**config.mk**
```make
export PLATFORM = sky130hd
export DESIGN_NAME = psbs_ctrl
export DESIGN_NICKNAME = d
export VERILOG_FILES = /design/src/design/psbs_pkg.sv /design/src/design/psbs_ctrl.sv /design/src/design/psbs_bank_map.sv
export SDC_FILE = /design/constraint.sdc
export NUM_CORES = 1
export LEC_CHECK = 0
export ABC_AREA = 0
export BUFFER_PORTS_ARGS = -buffer_cell sky130_fd_sc_hd__buf_2
export CAP_MARGIN = 20
export CORE_UTILIZATION = 37
export DETAILED_ROUTE_END_ITERATION = 7
export SETUP_SLACK_MARGIN = 0.4
export SLEW_MARGIN = 20
export SYNTH_ARGS = -nofsm -noshare
export SYNTH_HDL_FRONTEND = slang
export SYNTH_HIERARCHICAL = 1
export SYNTH_SLANG_ARGS = --single-unit
```
**constraint.sdc**
```tcl
create_clock -name ref_clk -period 3.3 [get_ports ref_clk]
set_clock_uncertainty 0.2 [all_clocks]
set_input_delay 0.66 -clock ref_clk [delete_from_list [all_inputs] [get_ports ref_clk]]
set_output_delay 0.66 -clock ref_clk [all_outputs]
set_load 0.05 [all_outputs]
```
**src/design/psbs_pkg.sv**
```systemverilog
// Constants, command codes, state and register-image types for the power state bank select block
package psbs_pkg;

  ////////////////////////////////////////////////////////////////////////////
  // Clock and timing
  localparam int unsigned REF_CLK_MHZ      = 40;
  localparam int unsigned T_CMD_PROC_NS    = 5000;   // Command processing time
  localparam int unsigned T_OSC_STAB_US    = 100;    // Oscillator stabilisation time
  localparam int unsigned CMD_PROC_CYCLES  = (T_CMD_PROC_NS * REF_CLK_MHZ + 999) / 1000;
  localparam int unsigned OSC_STAB_CYCLES  = T_OSC_STAB_US * REF_CLK_MHZ;
  localparam int unsigned CNT_W            = 12;

  ////////////////////////////////////////////////////////////////////////////
  // Register byte offsets
  localparam logic [7:0] OFS_CMD        = 8'h00;
  localparam logic [7:0] OFS_STATUS     = 8'h04;
  localparam logic [7:0] OFS_BANK_ADDR  = 8'h08;
  localparam logic [7:0] OFS_ROM_ADDR   = 8'h0C;
  localparam logic [7:0] OFS_PHRASE     = 8'h10;
  localparam logic [7:0] OFS_CTRL_ADDR  = 8'h14;
  localparam logic [7:0] OFS_SILENCE    = 8'h18;

  // Status and phrase format field positions
  localparam int unsigned ST_READY_BIT  = 0;
  localparam int unsigned ST_BUSY_BIT   = 5;
  localparam int unsigned ST_CBUSY_BIT  = 8;
  localparam int unsigned ST_BANKS_LSB  = 9;
  localparam int unsigned ST_AMP_BIT    = 11;
  localparam int unsigned ST_AREA_LSB   = 12;
  localparam int unsigned ST_PWR_BIT    = 14;
  localparam int unsigned PH_FMT_LSB    = 12;

  ////////////////////////////////////////////////////////////////////////////
  // Command bytes
  localparam logic [7:0] CMD_POWER_DOWN_COMMAND       = 8'h20;
  localparam logic [7:0] CMD_ANALOG_SETUP_COMMAND      = 8'h04;
  localparam int unsigned ANALOG_SETUP_COMMAND_SPEN    = 1;
  localparam int unsigned ANALOG_SETUP_COMMAND_DAEN    = 2;

  ////////////////////////////////////////////////////////////////////////////
  // ROM layout and phrase capacity
  localparam int unsigned ROM_ADDR_W      = 21;
  localparam logic [20:0] CTRL_AREA_END   = 21'h00_1FFF;
  localparam logic [20:0] TEST_AREA_BASE  = 21'h00_2000;
  localparam logic [20:0] VOICE_AREA_BASE = 21'h00_2060;
  localparam int unsigned PHRASES_PER_BANK = 1024;
  localparam int unsigned PHRASE_W        = 10;
  localparam int unsigned CTRL_ENTRY_SHIFT = 3;       // Bytes per phrase entry as power of two
  localparam logic [10:0] SILENCE_MIN_MS  = 11'h014;
  localparam logic [10:0] SILENCE_MAX_MS  = 11'h400;

  // Reset values
  localparam logic [1:0]  BANKS_RESET     = 2'h0;
  localparam logic [10:0] SILENCE_RESET   = 11'h014;

  typedef enum logic [1:0] {
    AREA_CTRL, AREA_TEST, AREA_VOICE
  } psbs_area_t;

  typedef enum logic [1:0] {
    FMT_ADAPTIVE4, FMT_NONLIN8, FMT_LINEAR8, FMT_LINEAR16
  } psbs_fmt_t;

  typedef enum logic [2:0] {
    PWR_DOWN, OSC_STAB, CMD_WAIT, CMD_PROC, ANALOG_SETUP_COMMAND_ARG, POWER_DOWN_COMMAND_PROC
  } psbs_state_t;

  typedef struct packed {
    psbs_state_t      state;
    logic [CNT_W-1:0] cnt;
    logic [2:0]       rstSync;
    logic [2:0]       selLoSync;
    logic [2:0]       selHiSync;
    logic             rstLow;
    logic             selLo;
    logic             selHi;
    logic [1:0]       bankCount;
    logic             ampOn;
    logic             dacOn;
    logic             cmdBusyN;
    logic             readyFlag;
    logic             busyFlag;
    logic             spmOeN;
    logic [9:0]       phrase;
    psbs_fmt_t        format;
    logic [10:0]      silenceMs;
    logic [20:0]      inBankAddr;
    logic [20:0]      romAddr;
    logic [20:0]      ctrlAddr;
    logic [31:0]      prdata;
    logic             pready;
    logic             pslverr;
  } psbs_regs_t;

endpackage : psbs_pkg

```
**src/design/psbs_ctrl.sv**
```systemverilog
// Power state command interpreter with bank selection and APB register file
//
// Local design decisions: the APB interface to the registers and the placing of the registers.
module psbs_ctrl (
  input  wire logic        ref_clk,
  input  wire logic        sys_rst,
  input  wire logic        psel,
  input  wire logic        penable,
  input  wire logic        pwrite,
  input  wire logic [7:0]  paddr,
  input  wire logic [31:0] pwdata,
  output logic      [31:0] prdata,
  output logic             pready,
  output logic             pslverr,
  input  wire logic        resetInLow,
  input  wire logic        bankSelectLoPin,
  input  wire logic        bankSelectHiPin,
  input  wire logic        playActive,
  input  wire logic        channelWaiting,
  output logic             commandBusyNPin,
  output logic             commandReadyFlag,
  output logic             playbackBusyFlag,
  output logic             ampPowered,
  output logic             dacPowered,
  output logic             speakerMinusOut,
  output logic             speakerMinusOutEnN,
  output logic [20:0]      romAddr,
  output logic [1:0]       bankCount
);

  ////////////////////////////////////////////////////////////////////////////
  // State image and helpers
  psbs_pkg::psbs_regs_t r;
  psbs_pkg::psbs_regs_t nxt;
  logic [20:0]          physAddr;
  logic                 wrAccess;
  logic                 cmdStrobe;
  logic [7:0]           cmdByte;
  logic                 isPup;

  // Known register offsets
  function automatic logic regKnown(input logic [7:0] a);
    regKnown = (a == psbs_pkg::OFS_CMD) || (a == psbs_pkg::OFS_STATUS) ||
               (a == psbs_pkg::OFS_BANK_ADDR) || (a == psbs_pkg::OFS_ROM_ADDR) ||
               (a == psbs_pkg::OFS_PHRASE) || (a == psbs_pkg::OFS_CTRL_ADDR) ||
               (a == psbs_pkg::OFS_SILENCE);
  endfunction : regKnown

  // ROM area of an address
  function automatic psbs_pkg::psbs_area_t areaOf(input logic [20:0] a);
    if (a <= psbs_pkg::CTRL_AREA_END) begin
      areaOf = psbs_pkg::AREA_CTRL;
    end else if (a < psbs_pkg::VOICE_AREA_BASE) begin
      areaOf = psbs_pkg::AREA_TEST;
    end else begin
      areaOf = psbs_pkg::AREA_VOICE;
    end
  endfunction : areaOf

  // Silence length kept inside its range
  function automatic logic [10:0] clampMs(input logic [31:0] v);
    if (v < 32'(psbs_pkg::SILENCE_MIN_MS)) begin
      clampMs = psbs_pkg::SILENCE_MIN_MS;
    end else if (v > 32'(psbs_pkg::SILENCE_MAX_MS)) begin
      clampMs = psbs_pkg::SILENCE_MAX_MS;
    end else begin
      clampMs = v[10:0];
    end
  endfunction : clampMs

  ////////////////////////////////////////////////////////////////////////////
  // Bank window mapping
  psbs_bank_map #(
    .ADDR_W (psbs_pkg::ROM_ADDR_W)
  ) u_map (
    .bankCount (r.bankCount),
    .selLo     (r.selLo),
    .selHi     (r.selHi),
    .inAddr    (r.inBankAddr),
    .physAddr  (physAddr)
  );

  // Write strobe and command byte
  assign wrAccess  = psel & penable & r.pready & pwrite;
  assign cmdStrobe = wrAccess & (paddr == psbs_pkg::OFS_CMD);
  assign cmdByte   = pwdata[7:0];
  assign isPup     = (cmdByte[7:2] == 6'h00);

  ////////////////////////////////////////////////////////////////////////////
  // Next-state logic
  always_comb begin
    nxt = r;
    // Pin synchronisers, change counted when second and third agree
    nxt.rstSync   = {r.rstSync[1:0], resetInLow};
    nxt.selLoSync = {r.selLoSync[1:0], bankSelectLoPin};
    nxt.selHiSync = {r.selHiSync[1:0], bankSelectHiPin};
    if (r.rstSync[1] == r.rstSync[2]) begin
      nxt.rstLow = ~r.rstSync[2];
    end
    if (r.selLoSync[1] == r.selLoSync[2]) begin
      nxt.selLo = r.selLoSync[2];
    end
    if (r.selHiSync[1] == r.selHiSync[2]) begin
      nxt.selHi = r.selHiSync[2];
    end

    // Settings registers
    if (wrAccess && paddr == psbs_pkg::OFS_BANK_ADDR) begin
      nxt.inBankAddr = pwdata[20:0];
    end
    if (wrAccess && paddr == psbs_pkg::OFS_PHRASE) begin
      nxt.phrase = pwdata[psbs_pkg::PHRASE_W-1:0];
      nxt.format = psbs_pkg::psbs_fmt_t'(pwdata[psbs_pkg::PH_FMT_LSB +: 2]);
    end
    if (wrAccess && paddr == psbs_pkg::OFS_SILENCE) begin
      nxt.silenceMs = clampMs(pwdata);
    end

    // Command interpreter
    if (r.cnt != '0) begin
      nxt.cnt = r.cnt - 1'b1;
    end
    case (r.state)
      psbs_pkg::PWR_DOWN: begin
        if (cmdStrobe && isPup) begin
          nxt.bankCount = cmdByte[1:0];
          nxt.state     = psbs_pkg::OSC_STAB;
          nxt.cnt       = psbs_pkg::CNT_W'(psbs_pkg::OSC_STAB_CYCLES - 1);
        end
      end
      psbs_pkg::OSC_STAB: begin
        if (r.cnt == '0) begin
          nxt.state = psbs_pkg::CMD_WAIT;
        end
      end
      psbs_pkg::CMD_WAIT: begin
        if (cmdStrobe) begin
          if (cmdByte == psbs_pkg::CMD_POWER_DOWN_COMMAND) begin
            // only from the waiting state with both flags high
            if (r.readyFlag && r.busyFlag) begin
              nxt.state = psbs_pkg::POWER_DOWN_COMMAND_PROC;
              nxt.cnt   = psbs_pkg::CNT_W'(psbs_pkg::CMD_PROC_CYCLES - 1);
            end
          end else if (cmdByte == psbs_pkg::CMD_ANALOG_SETUP_COMMAND) begin
            if (!playActive) begin
              nxt.state = psbs_pkg::ANALOG_SETUP_COMMAND_ARG;
            end
          end else if (!isPup) begin
            nxt.state = psbs_pkg::CMD_PROC;
            nxt.cnt   = psbs_pkg::CNT_W'(psbs_pkg::CMD_PROC_CYCLES - 1);
          end
        end
      end
      psbs_pkg::ANALOG_SETUP_COMMAND_ARG: begin
        if (cmdStrobe) begin
          // amplifier powered only by analog setup
          nxt.ampOn = cmdByte[psbs_pkg::ANALOG_SETUP_COMMAND_SPEN];
          nxt.dacOn = cmdByte[psbs_pkg::ANALOG_SETUP_COMMAND_DAEN];
          nxt.state = psbs_pkg::CMD_PROC;
          nxt.cnt   = psbs_pkg::CNT_W'(psbs_pkg::CMD_PROC_CYCLES - 1);
        end
      end
      psbs_pkg::CMD_PROC: begin
        if (r.cnt == '0) begin
          nxt.state = psbs_pkg::CMD_WAIT;
        end
      end
      psbs_pkg::POWER_DOWN_COMMAND_PROC: begin
        if (r.cnt == '0) begin
          // busy pin returns high, device powered down
          nxt.state = psbs_pkg::PWR_DOWN;
        end
      end
      default: begin
        nxt.state = psbs_pkg::PWR_DOWN;
      end
    endcase

    if (nxt.rstLow) begin
      nxt.state = psbs_pkg::PWR_DOWN;
      nxt.cnt   = '0;
    end

    // every setting back to initial on power-down
    if (nxt.rstLow || (nxt.state == psbs_pkg::PWR_DOWN && r.state != psbs_pkg::PWR_DOWN)) begin
      nxt.bankCount  = psbs_pkg::BANKS_RESET;
      nxt.ampOn      = 1'b0;
      nxt.dacOn      = 1'b0;
      nxt.phrase     = '0;
      nxt.format     = psbs_pkg::FMT_ADAPTIVE4;
      nxt.silenceMs  = psbs_pkg::SILENCE_RESET;
      nxt.inBankAddr = '0;
    end

    // flags low while processing; busy flag also low while playing, ready flag while a channel waits
    nxt.readyFlag = (nxt.state inside {psbs_pkg::CMD_WAIT, psbs_pkg::ANALOG_SETUP_COMMAND_ARG}) &
                    ~channelWaiting;
    nxt.busyFlag  = (nxt.state == psbs_pkg::PWR_DOWN) ||
                    ((nxt.state inside {psbs_pkg::CMD_WAIT, psbs_pkg::ANALOG_SETUP_COMMAND_ARG}) & ~playActive);
    // busy pin low during command processing
    nxt.cmdBusyN  = ~(nxt.state == psbs_pkg::CMD_PROC || nxt.state == psbs_pkg::POWER_DOWN_COMMAND_PROC);
    // minus output floats once amplifier is off
    nxt.spmOeN    = ~nxt.ampOn;

    // Address outputs
    nxt.romAddr  = physAddr;
    // control entry of the selected phrase
    nxt.ctrlAddr = 21'(r.phrase) << psbs_pkg::CTRL_ENTRY_SHIFT;

    // APB answer, zero wait states
    nxt.pready  = psel & ~penable;
    nxt.pslverr = psel & ~penable & ~regKnown(paddr);
    nxt.prdata  = '0;
    if (psel && !penable && !pwrite) begin
      case (paddr)
        psbs_pkg::OFS_STATUS: begin
          nxt.prdata[psbs_pkg::ST_READY_BIT]     = r.readyFlag;
          nxt.prdata[psbs_pkg::ST_BUSY_BIT]      = r.busyFlag;
          nxt.prdata[psbs_pkg::ST_CBUSY_BIT]     = r.cmdBusyN;
          nxt.prdata[psbs_pkg::ST_BANKS_LSB +: 2] = r.bankCount;
          nxt.prdata[psbs_pkg::ST_AMP_BIT]       = r.ampOn;
          nxt.prdata[psbs_pkg::ST_AREA_LSB +: 2] = areaOf(r.inBankAddr);
          nxt.prdata[psbs_pkg::ST_PWR_BIT]       = (r.state == psbs_pkg::PWR_DOWN);
        end
        psbs_pkg::OFS_BANK_ADDR: begin
          nxt.prdata[20:0] = r.inBankAddr;
        end
        psbs_pkg::OFS_ROM_ADDR: begin
          nxt.prdata[20:0] = r.romAddr;
        end
        psbs_pkg::OFS_PHRASE: begin
          nxt.prdata[psbs_pkg::PHRASE_W-1:0]   = r.phrase;
          nxt.prdata[psbs_pkg::PH_FMT_LSB +: 2] = r.format;
        end
        psbs_pkg::OFS_CTRL_ADDR: begin
          nxt.prdata[20:0] = r.ctrlAddr;
        end
        psbs_pkg::OFS_SILENCE: begin
          nxt.prdata[10:0] = r.silenceMs;
        end
        default: begin
          nxt.prdata = '0;
        end
      endcase
    end
  end

  ////////////////////////////////////////////////////////////////////////////
  // State register
  always_ff @(posedge ref_clk) begin
    if (sys_rst) begin
      r           <= '0;
      r.state     <= psbs_pkg::PWR_DOWN;
      r.rstSync   <= 3'h7;
      r.cmdBusyN  <= 1'b1;
      r.busyFlag  <= 1'b1;
      r.spmOeN    <= 1'b1;
      r.silenceMs <= psbs_pkg::SILENCE_RESET;
    end else begin
      r <= nxt;
    end
  end

  // Outputs straight from the state image, speaker minus output tied low
  assign prdata             = r.prdata;
  assign pready             = r.pready;
  assign pslverr            = r.pslverr;
  assign commandBusyNPin    = r.cmdBusyN;
  assign commandReadyFlag   = r.readyFlag;
  assign playbackBusyFlag   = r.busyFlag;
  assign ampPowered         = r.ampOn;
  assign dacPowered         = r.dacOn;
  assign speakerMinusOut    = 1'b0;
  assign speakerMinusOutEnN = r.spmOeN;
  assign romAddr            = r.romAddr;
  assign bankCount          = r.bankCount;
endmodule : psbs_ctrl

```
**src/design/psbs_bank_map.sv**
```systemverilog
// Bank window mapping from bank count and select pins to a physical ROM address
module psbs_bank_map #(
  parameter int unsigned ADDR_W = 21
) (
  input  wire logic [1:0]        bankCount,
  input  wire logic              selLo,
  input  wire logic              selHi,
  input  wire logic [ADDR_W-1:0] inAddr,
  output logic      [ADDR_W-1:0] physAddr
);

  ////////////////////////////////////////////////////////////////////////////
  // Base plus offset within the selected window
  logic [ADDR_W-1:0] base;
  logic [ADDR_W-1:0] offs;

  always_comb begin
    case (bankCount)
      2'h0: begin
        base = '0;
        offs = inAddr;
      end
      2'h1: begin
        base = {selLo, {(ADDR_W-1){1'b0}}};
        offs = {1'b0, inAddr[ADDR_W-2:0]};
      end
      default: begin
        // four quarters, code three same as four
        base = {selHi, selLo, {(ADDR_W-2){1'b0}}};
        offs = {2'b00, inAddr[ADDR_W-3:0]};
      end
    endcase
    physAddr = base + offs;
  end

endmodule : psbs_bank_map

```
==> reports/metrics.cfg, run 1 <==
[placed_design]
dpl.hpwl_mm = 11.9
io_buffers = 101
pre_cts_ws_ns = 0.164
gp_congestion = 0.896

[setup_path]
slowest_stage = or4_1
cp_max_fo = 35
r2r_setup_slack_ns = 0.62
cp-end-kind = flop
crit_path_max_incr_delay_ns = 0.57
start_kind = input port
r2r-end = r[78]$_SDFFE_PP0P_
regToRegStartpoint = r[144]$_SDFF_PP0_
cp.arrival_ns = 2.86
worst-r2r-cell-count = 7
crit_chain = buf_2 > or4_1 > nor4_2 > buf_4 > nand4_1 > a21o_1 > a21boi_4 > buf_12 > a211oi_1
required_ns = 3.42
worstSetupPathType = input port to flop

[detailed_routing]
drt_iter0_drc = 293
drt-wirelength-per-cell_microns = 18.0
post-route-drc-count = 0
totalWireLength_mm = 16.8
firstDrtPassIters = 5
drt-vias-per-instance = 5.35
vias = 4986
ant_nets = 0

[cells_and_area]
n_fill_cell = 1616
diodes = 0
multi_input_area_sq_um = 3030
area_delta_synth_final_pct = 14.0
fin_util_pct = 43.5
drive_above_1_share_pct = 30.9
seq_area_sq_um = 2660
nNetsFinal = 751

[synth]
synthTopCellsByArea = dfxtp_1 (42%), buf_4 (9.3%), a211oi_2 (8.0%)
ys_ff_latch = 133
synth_top_area_share_pct = 41.6
yosysWarnings = 6
yosysUniqueCellTypes = 58
yosys-top-cells-count = dfxtp_1 (133), buf_4 (79), mux2i_1 (47), a211oi_2 (41), a21oi_1 (41)
synth-edff-count = 0
syn-instance-count = 659
yosysMostFrequentCell = dfxtp_1
syn-cell-area_sq_um = 6400
ys.flop_type = dfxtp_1
async_flop_share_pct = 0
yosys.area.top_type = dfxtp_1
ys_seq_area_share_pct = 41.6
syn_avg_cell_area_sq_um = 9.71

[floorplanning]
fp.dieArea_sq_um = 17800
start_util_pct = 38.2
chipWidth_microns = 133
ioPinCount = 114
die_h_microns = 133
fp-row-count = 47
design.core.area_sq_um = 16800

[sta]
rsz0062_at_grt = false
period_minus_slack_ns = 2.73
hold_viol_final = 0
timing.fmax_mhz = 366
setup_viol = 0
tns_ns = 0
whs_ns = 0.208
setup_ws_ns = 0.567
slew_viol_final = 0
period_share_pct = 82.8
max_slew_margin_pct = 39.7
worst_pin_slew_ns = 0.896

[power]
p_total_w = 0.00422
power_frac_seq_pct = 41.3
net-switching-power_w = 0.00113
power.density_nw_per_um2 = 579
comb_power_share_pct = 15.2
vdd_drop_max_uv = 390
p_leak_nw = 3.04
pwr-share-clk_pct = 43.5
p_int_w = 0.00309
switching_share_pct = 26.8

[global_routing]
overflow = 0
grt_pass1_vias = 4811
grt_usage_pct = 19.0
grt_first_pass_wirelength_mm = 26.2
antenna_found_initial = 0
grt_max_degree = 46

[clock_tree]
cts_root_buf = clkbuf_16
path_clk_slew_ns = 0.05
numCtsBuffers = 17
clk_latency_ns = 0.42
clock_sinks = 133
clk_path_buf_depth = 2
htreeDepth = 4
cts_tree = built

[worst_hold_path]
min_path_cells = 1
hold_path_class = flop to flop
holdPathEnd = nxt[139]$_SDFF_PP1_
holdCritStartpoint = nxt[138]$_SDFF_PP1_

[flow_run]
maxCapViolations = 0

[outcome]
status = completed

power groups by stage:
stage / registers (W) / logic, W / clock network, W
2_1_floorplan: 0.00176 / 0.000496 / 0
3_3_place_gp: 0.00177 / 0.000618 / 0
3_5_place_dp: 0.00178 / 0.000638 / 0
4_1_cts: 0.00174 / 0.000640 / 0.00187
5_1_grt: 0.00176 / 0.000712 / 0.00194
6_report: 0.00174 / 0.000643 / 0.00184
per-stage QoR:
step,std cells,instance area [sq um]
2_1_floorplan,670,6440
6_report,932,7290
3_5_place_dp,900,6700
5_1_grt,932,7290
3_3_place_gp,900,6700
4_1_cts,932,7290
how the worst max path moves through the flow:
stage	startpoint	endpoint	slack [ns]	cells past startpoint
after floorplan	paddr[1]	bankCount[1]$_SDFFE_PP0P_	0.45	9
after global placement	paddr[1]	r[76]$_SDFFE_PP0P_	0.21	9
after detailed placement	paddr[1]	r[78]$_SDFFE_PP0P_	0.16	9
after global routing	r[144]$_SDFF_PP0_	speakerMinusOutEnN$_SDFF_PP1_	0.44	7
after CTS	paddr[1]	r[78]$_SDFFE_PP0P_	0.58	9
final	paddr[1]	r[78]$_SDFFE_PP0P_	0.57	9
final cells by class:
class | count | area share, %
clock inverter | 8 | 0.978
clock buffer | 24 | 7.02
timing repair buffer | 125 | 9.92
tap | 220 | 3.77
multi-input combinational | 416 | 41.5
sequential | 133 | 36.5
inverter | 6 | 0.309
layout by cell type, fill, tap and decap left out, types with 7 or more instances in the layout:
cell,instances
a211oi_1,7
a211oi_2,41
a21oi_1,41
a221oi_1,8
a22oi_1,18
buf_2,101
buf_4,21
clkbuf_16,17
conb_1,12
dfxtp_1,133
mux2_2,7
mux2i_1,47
nand2_1,35
nand3_1,8
nor2_1,34
nor2b_1,39
nor3_1,10
nor4_1,11
o21ai_0,13
or3_1,7
critical path: cells and delay by family:
family	cells	cell delay, ns
AO/OA/AOI/OAI	3	0.63
buffers and inverters	3	0.49
AND/OR/NAND/NOR	3	1.04
repair_timing:
| action | in CTS | in global routing |
|---|---|---|
| hold buffers | 0 | 0 |
| setup buffers | 0 | 0 |
| resized for setup | 0 | 1 |
| endpoints found under the setup margin | 0 | 1 |
| endpoints found under the hold margin | 0 | 0 |
logic make-up after synthesis:
logic type / share of synthesized area [%]
buffers and inverters: 12.3
muxes: 8.82
adders and majority gates: 0.548
and+or+nand+nor: 16.4
AOI/OAI and AO/OA: 19.2
other: 0.0586
DFF: 41.6
xor gates and xnor gates: 1.10
layer usage:
metal	vias to the layer above	GRT usage, %	share of wire [%]
met2	189	30.6	48
li1	2370	-	-
met4	0	7.39	1.9
met3	30	4.41	6.1
met5	-	0	0
met1	2397	24.7	44
sequential cells by signal, indices dropped and copies added, names as in the netlist:
register	count
nxt	16
ampPowered	1
speakerMinusOutEnN	1
bankCount	2
r	65
dacPowered	1
pready	1
romAddr	21
prdata	21
pslverr	1
playbackBusyFlag	1
commandBusyNPin	1
commandReadyFlag	1
Note: power is estimated with default switching activity, not from simulation.
==> run 2, diff against run 1 <==
Clock period 3.3 ns to 2.2 ns, I/O delays scaled along.
==> reports/metrics.cfg, run 2 (synthesis results as in run 1) <==
[sta]
slew_viol_final = 0  ; unchanged
worst_pin_slew_ns = 0.848  ; -0.0480 ns
timing.fmax_mhz = 414
setup_ws_ns = -0.217  ; -0.784 ns
max_slew_margin_pct = 43.2  ; +3.5 points
period_minus_slack_ns = 2.42
hold_viol_final = 0  ; unchanged
rsz0062_at_grt = true
period_share_pct = 110
setup_viol = 52  ; +52

[cells_and_area]
fin_util_pct = 54.0  ; +10 points
final_common_cell = dfxtp_1
drive_above_1_share_pct = 50.2  ; +19 points
nNetsFinal = 855  ; +14%
most-common-layout-cells = dfxtp_1 (125), buf_2 (90), buf_4 (81), mux2i_1 (47), a211oi_2 (44)
largest_reg_flops = 65  ; unchanged
largest_register = r
area_delta_synth_final_pct = 41.4
diodes = 0  ; unchanged

[setup_path]
crit_buf_inv = 3  ; unchanged
slowest_stage = or4_4
critPathTopFamily = simple AND/OR/NAND/NOR gates
crit_path_max_incr_delay_ns = 0.58  ; about the same
crit_chain = buf_6 > or4_4 > nor4_4 > nand4_1 > a21o_1 > a21boi_4 > buf_12 > clkbuf_16 > a211oi_2
cp-end-kind = flop
cp_max_fo = 7  ; -80%
worstSetupPathType = input port to flop
required_ns = 2.33  ; -1.09 ns
start_kind = input port
cp.arrival_ns = 2.55  ; -0.31 ns

[clock_tree]
cts_tree = built
numCtsBuffers = 17  ; unchanged
clk_path_buf_depth = 2  ; unchanged
path_clk_slew_ns = 0.05  ; about the same
clk_latency_ns = 0.42  ; about the same
clock_sinks = 133  ; unchanged
cts_root_buf = clkbuf_16
htreeDepth = 4  ; unchanged

[floorplanning]
start_util_pct = 38.2  ; unchanged
die_h_microns = 133  ; unchanged
chipWidth_microns = 133  ; unchanged
ioPinCount = 114  ; unchanged
design.core.area_sq_um = 16800  ; unchanged
fp.dieArea_sq_um = 17800  ; unchanged
fp-row-count = 47  ; unchanged

[power]
p_total_w = 0.00723  ; +71%
p_leak_nw = 3.77  ; +24%
power.density_nw_per_um2 = 800  ; +38%
vdd_drop_max_uv = 769  ; +97%

[detailed_routing]
vias = 5521  ; +11%
firstDrtPassIters = 5  ; unchanged
post-route-drc-count = 0  ; unchanged
drt-vias-per-instance = 5.33  ; -0.29%
ant_nets = 0  ; unchanged
drt-wirelength-per-cell_microns = 19.3  ; +7.1%
drt_iter0_drc = 372  ; +27%
totalWireLength_mm = 20.0  ; +19%

[worst_hold_path]
hold_path_class = input port to flop

[placed_design]
io_buffers = 101  ; unchanged
pre_cts_ws_ns = -0.704  ; -0.869 ns
dpl.hpwl_mm = 12.7  ; +7.2%
gp_congestion = 0.864  ; -3.5%

[global_routing]
antenna_found_initial = 1  ; +1
overflow = 0  ; unchanged
grt_pass1_vias = 5534  ; +15%
grt_usage_pct = 21.3  ; +2.3 points
grt_max_degree = 46  ; unchanged
grt_first_pass_wirelength_mm = 29.6  ; +13%

[outcome]
status = complete, but fails checks
violations = setup timing

[flow_run]
maxCapViolations = 0  ; unchanged

[run 2: changes by cell type in the layout (fill, tap and decap cells not counted), sizes merged]
cell,change
clkinvlp,+2
clkinv,-3
bufbuf,+1
buf,+95
clkbuf,+8
[run 2: path summary, 6_finish.rpt]
check,from,to,slack (ns),cells past startpoint
max,paddr[1],r[82]$_SDFFE_PP0P_,-0.22,9
min,resetInLow,nxt[138]$_SDFF_PP1_,0.01,2
max reg2reg,r[153]$_SDFF_PP0_,r[82]$_SDFFE_PP0P_,-0.16,9
min reg2reg,nxt[138]$_SDFF_PP1_,nxt[139]$_SDFF_PP1_,0.22,1
[run 2: stage by stage]
stage	area, sq um	setup TNS (ns)	hold WS (ns)	std cells
finish	9050	-8.11	0.0116	1035
global route	9050	-10.78	0.0116	1035
CTS	8430	-3.18	0.000454	1018
detailed placement	7230	-42.76	0.203	963
global placement	7230	-38.60	0.207	963
floorplan	6570	-15.93	0.189	670
[run 2: power breakdown]
group	internal, W	switching [W]
Sequential	0.00253	0.000115
Combinational	0.000947	0.000907
Clock	0.00170	0.00104
[run 2: repair_timing]
action / in CTS / in global routing
setup endpoints to repair: 91 / 89
setup buffers: 21 / 8
pin swaps: 30 / 31
cloned: 3 / 9
resized for setup: 96 / 85
hold buffers: 0 / 0
[run 2: layer usage]
layer | share of wire, % | global-route usage (%)
met5 | 0.065 | 0
met4 | 2.3 | 7.01
met3 | 5.5 | 4.00
met2 | 51 | 36.8
met1 | 41 | 26.7
[run 2: area by class of cell]
type | count | area [sq um]
Clock buffer | 24 | 502
Clock inverter | 7 | 71.3
Fill cell | 1448 | 7710
Inverter | 6 | 22.5
Multi-Input combinational cell | 416 | 3560
Sequential cell | 133 | 2670
Tap cell | 220 | 275
Timing Repair Buffer | 229 | 1940
[run 2: worst reg2reg max path, cell delays in order, from the launching register on]
cell	delay, ns
dfxtp_1	0.35
buf_4	0.18
nor3b_1	0.34
buf_4	0.19
nand4_1	0.09
a21o_1	0.21
a21boi_4	0.15
buf_12	0.17
clkbuf_16	0.17
a211oi_2	0.22
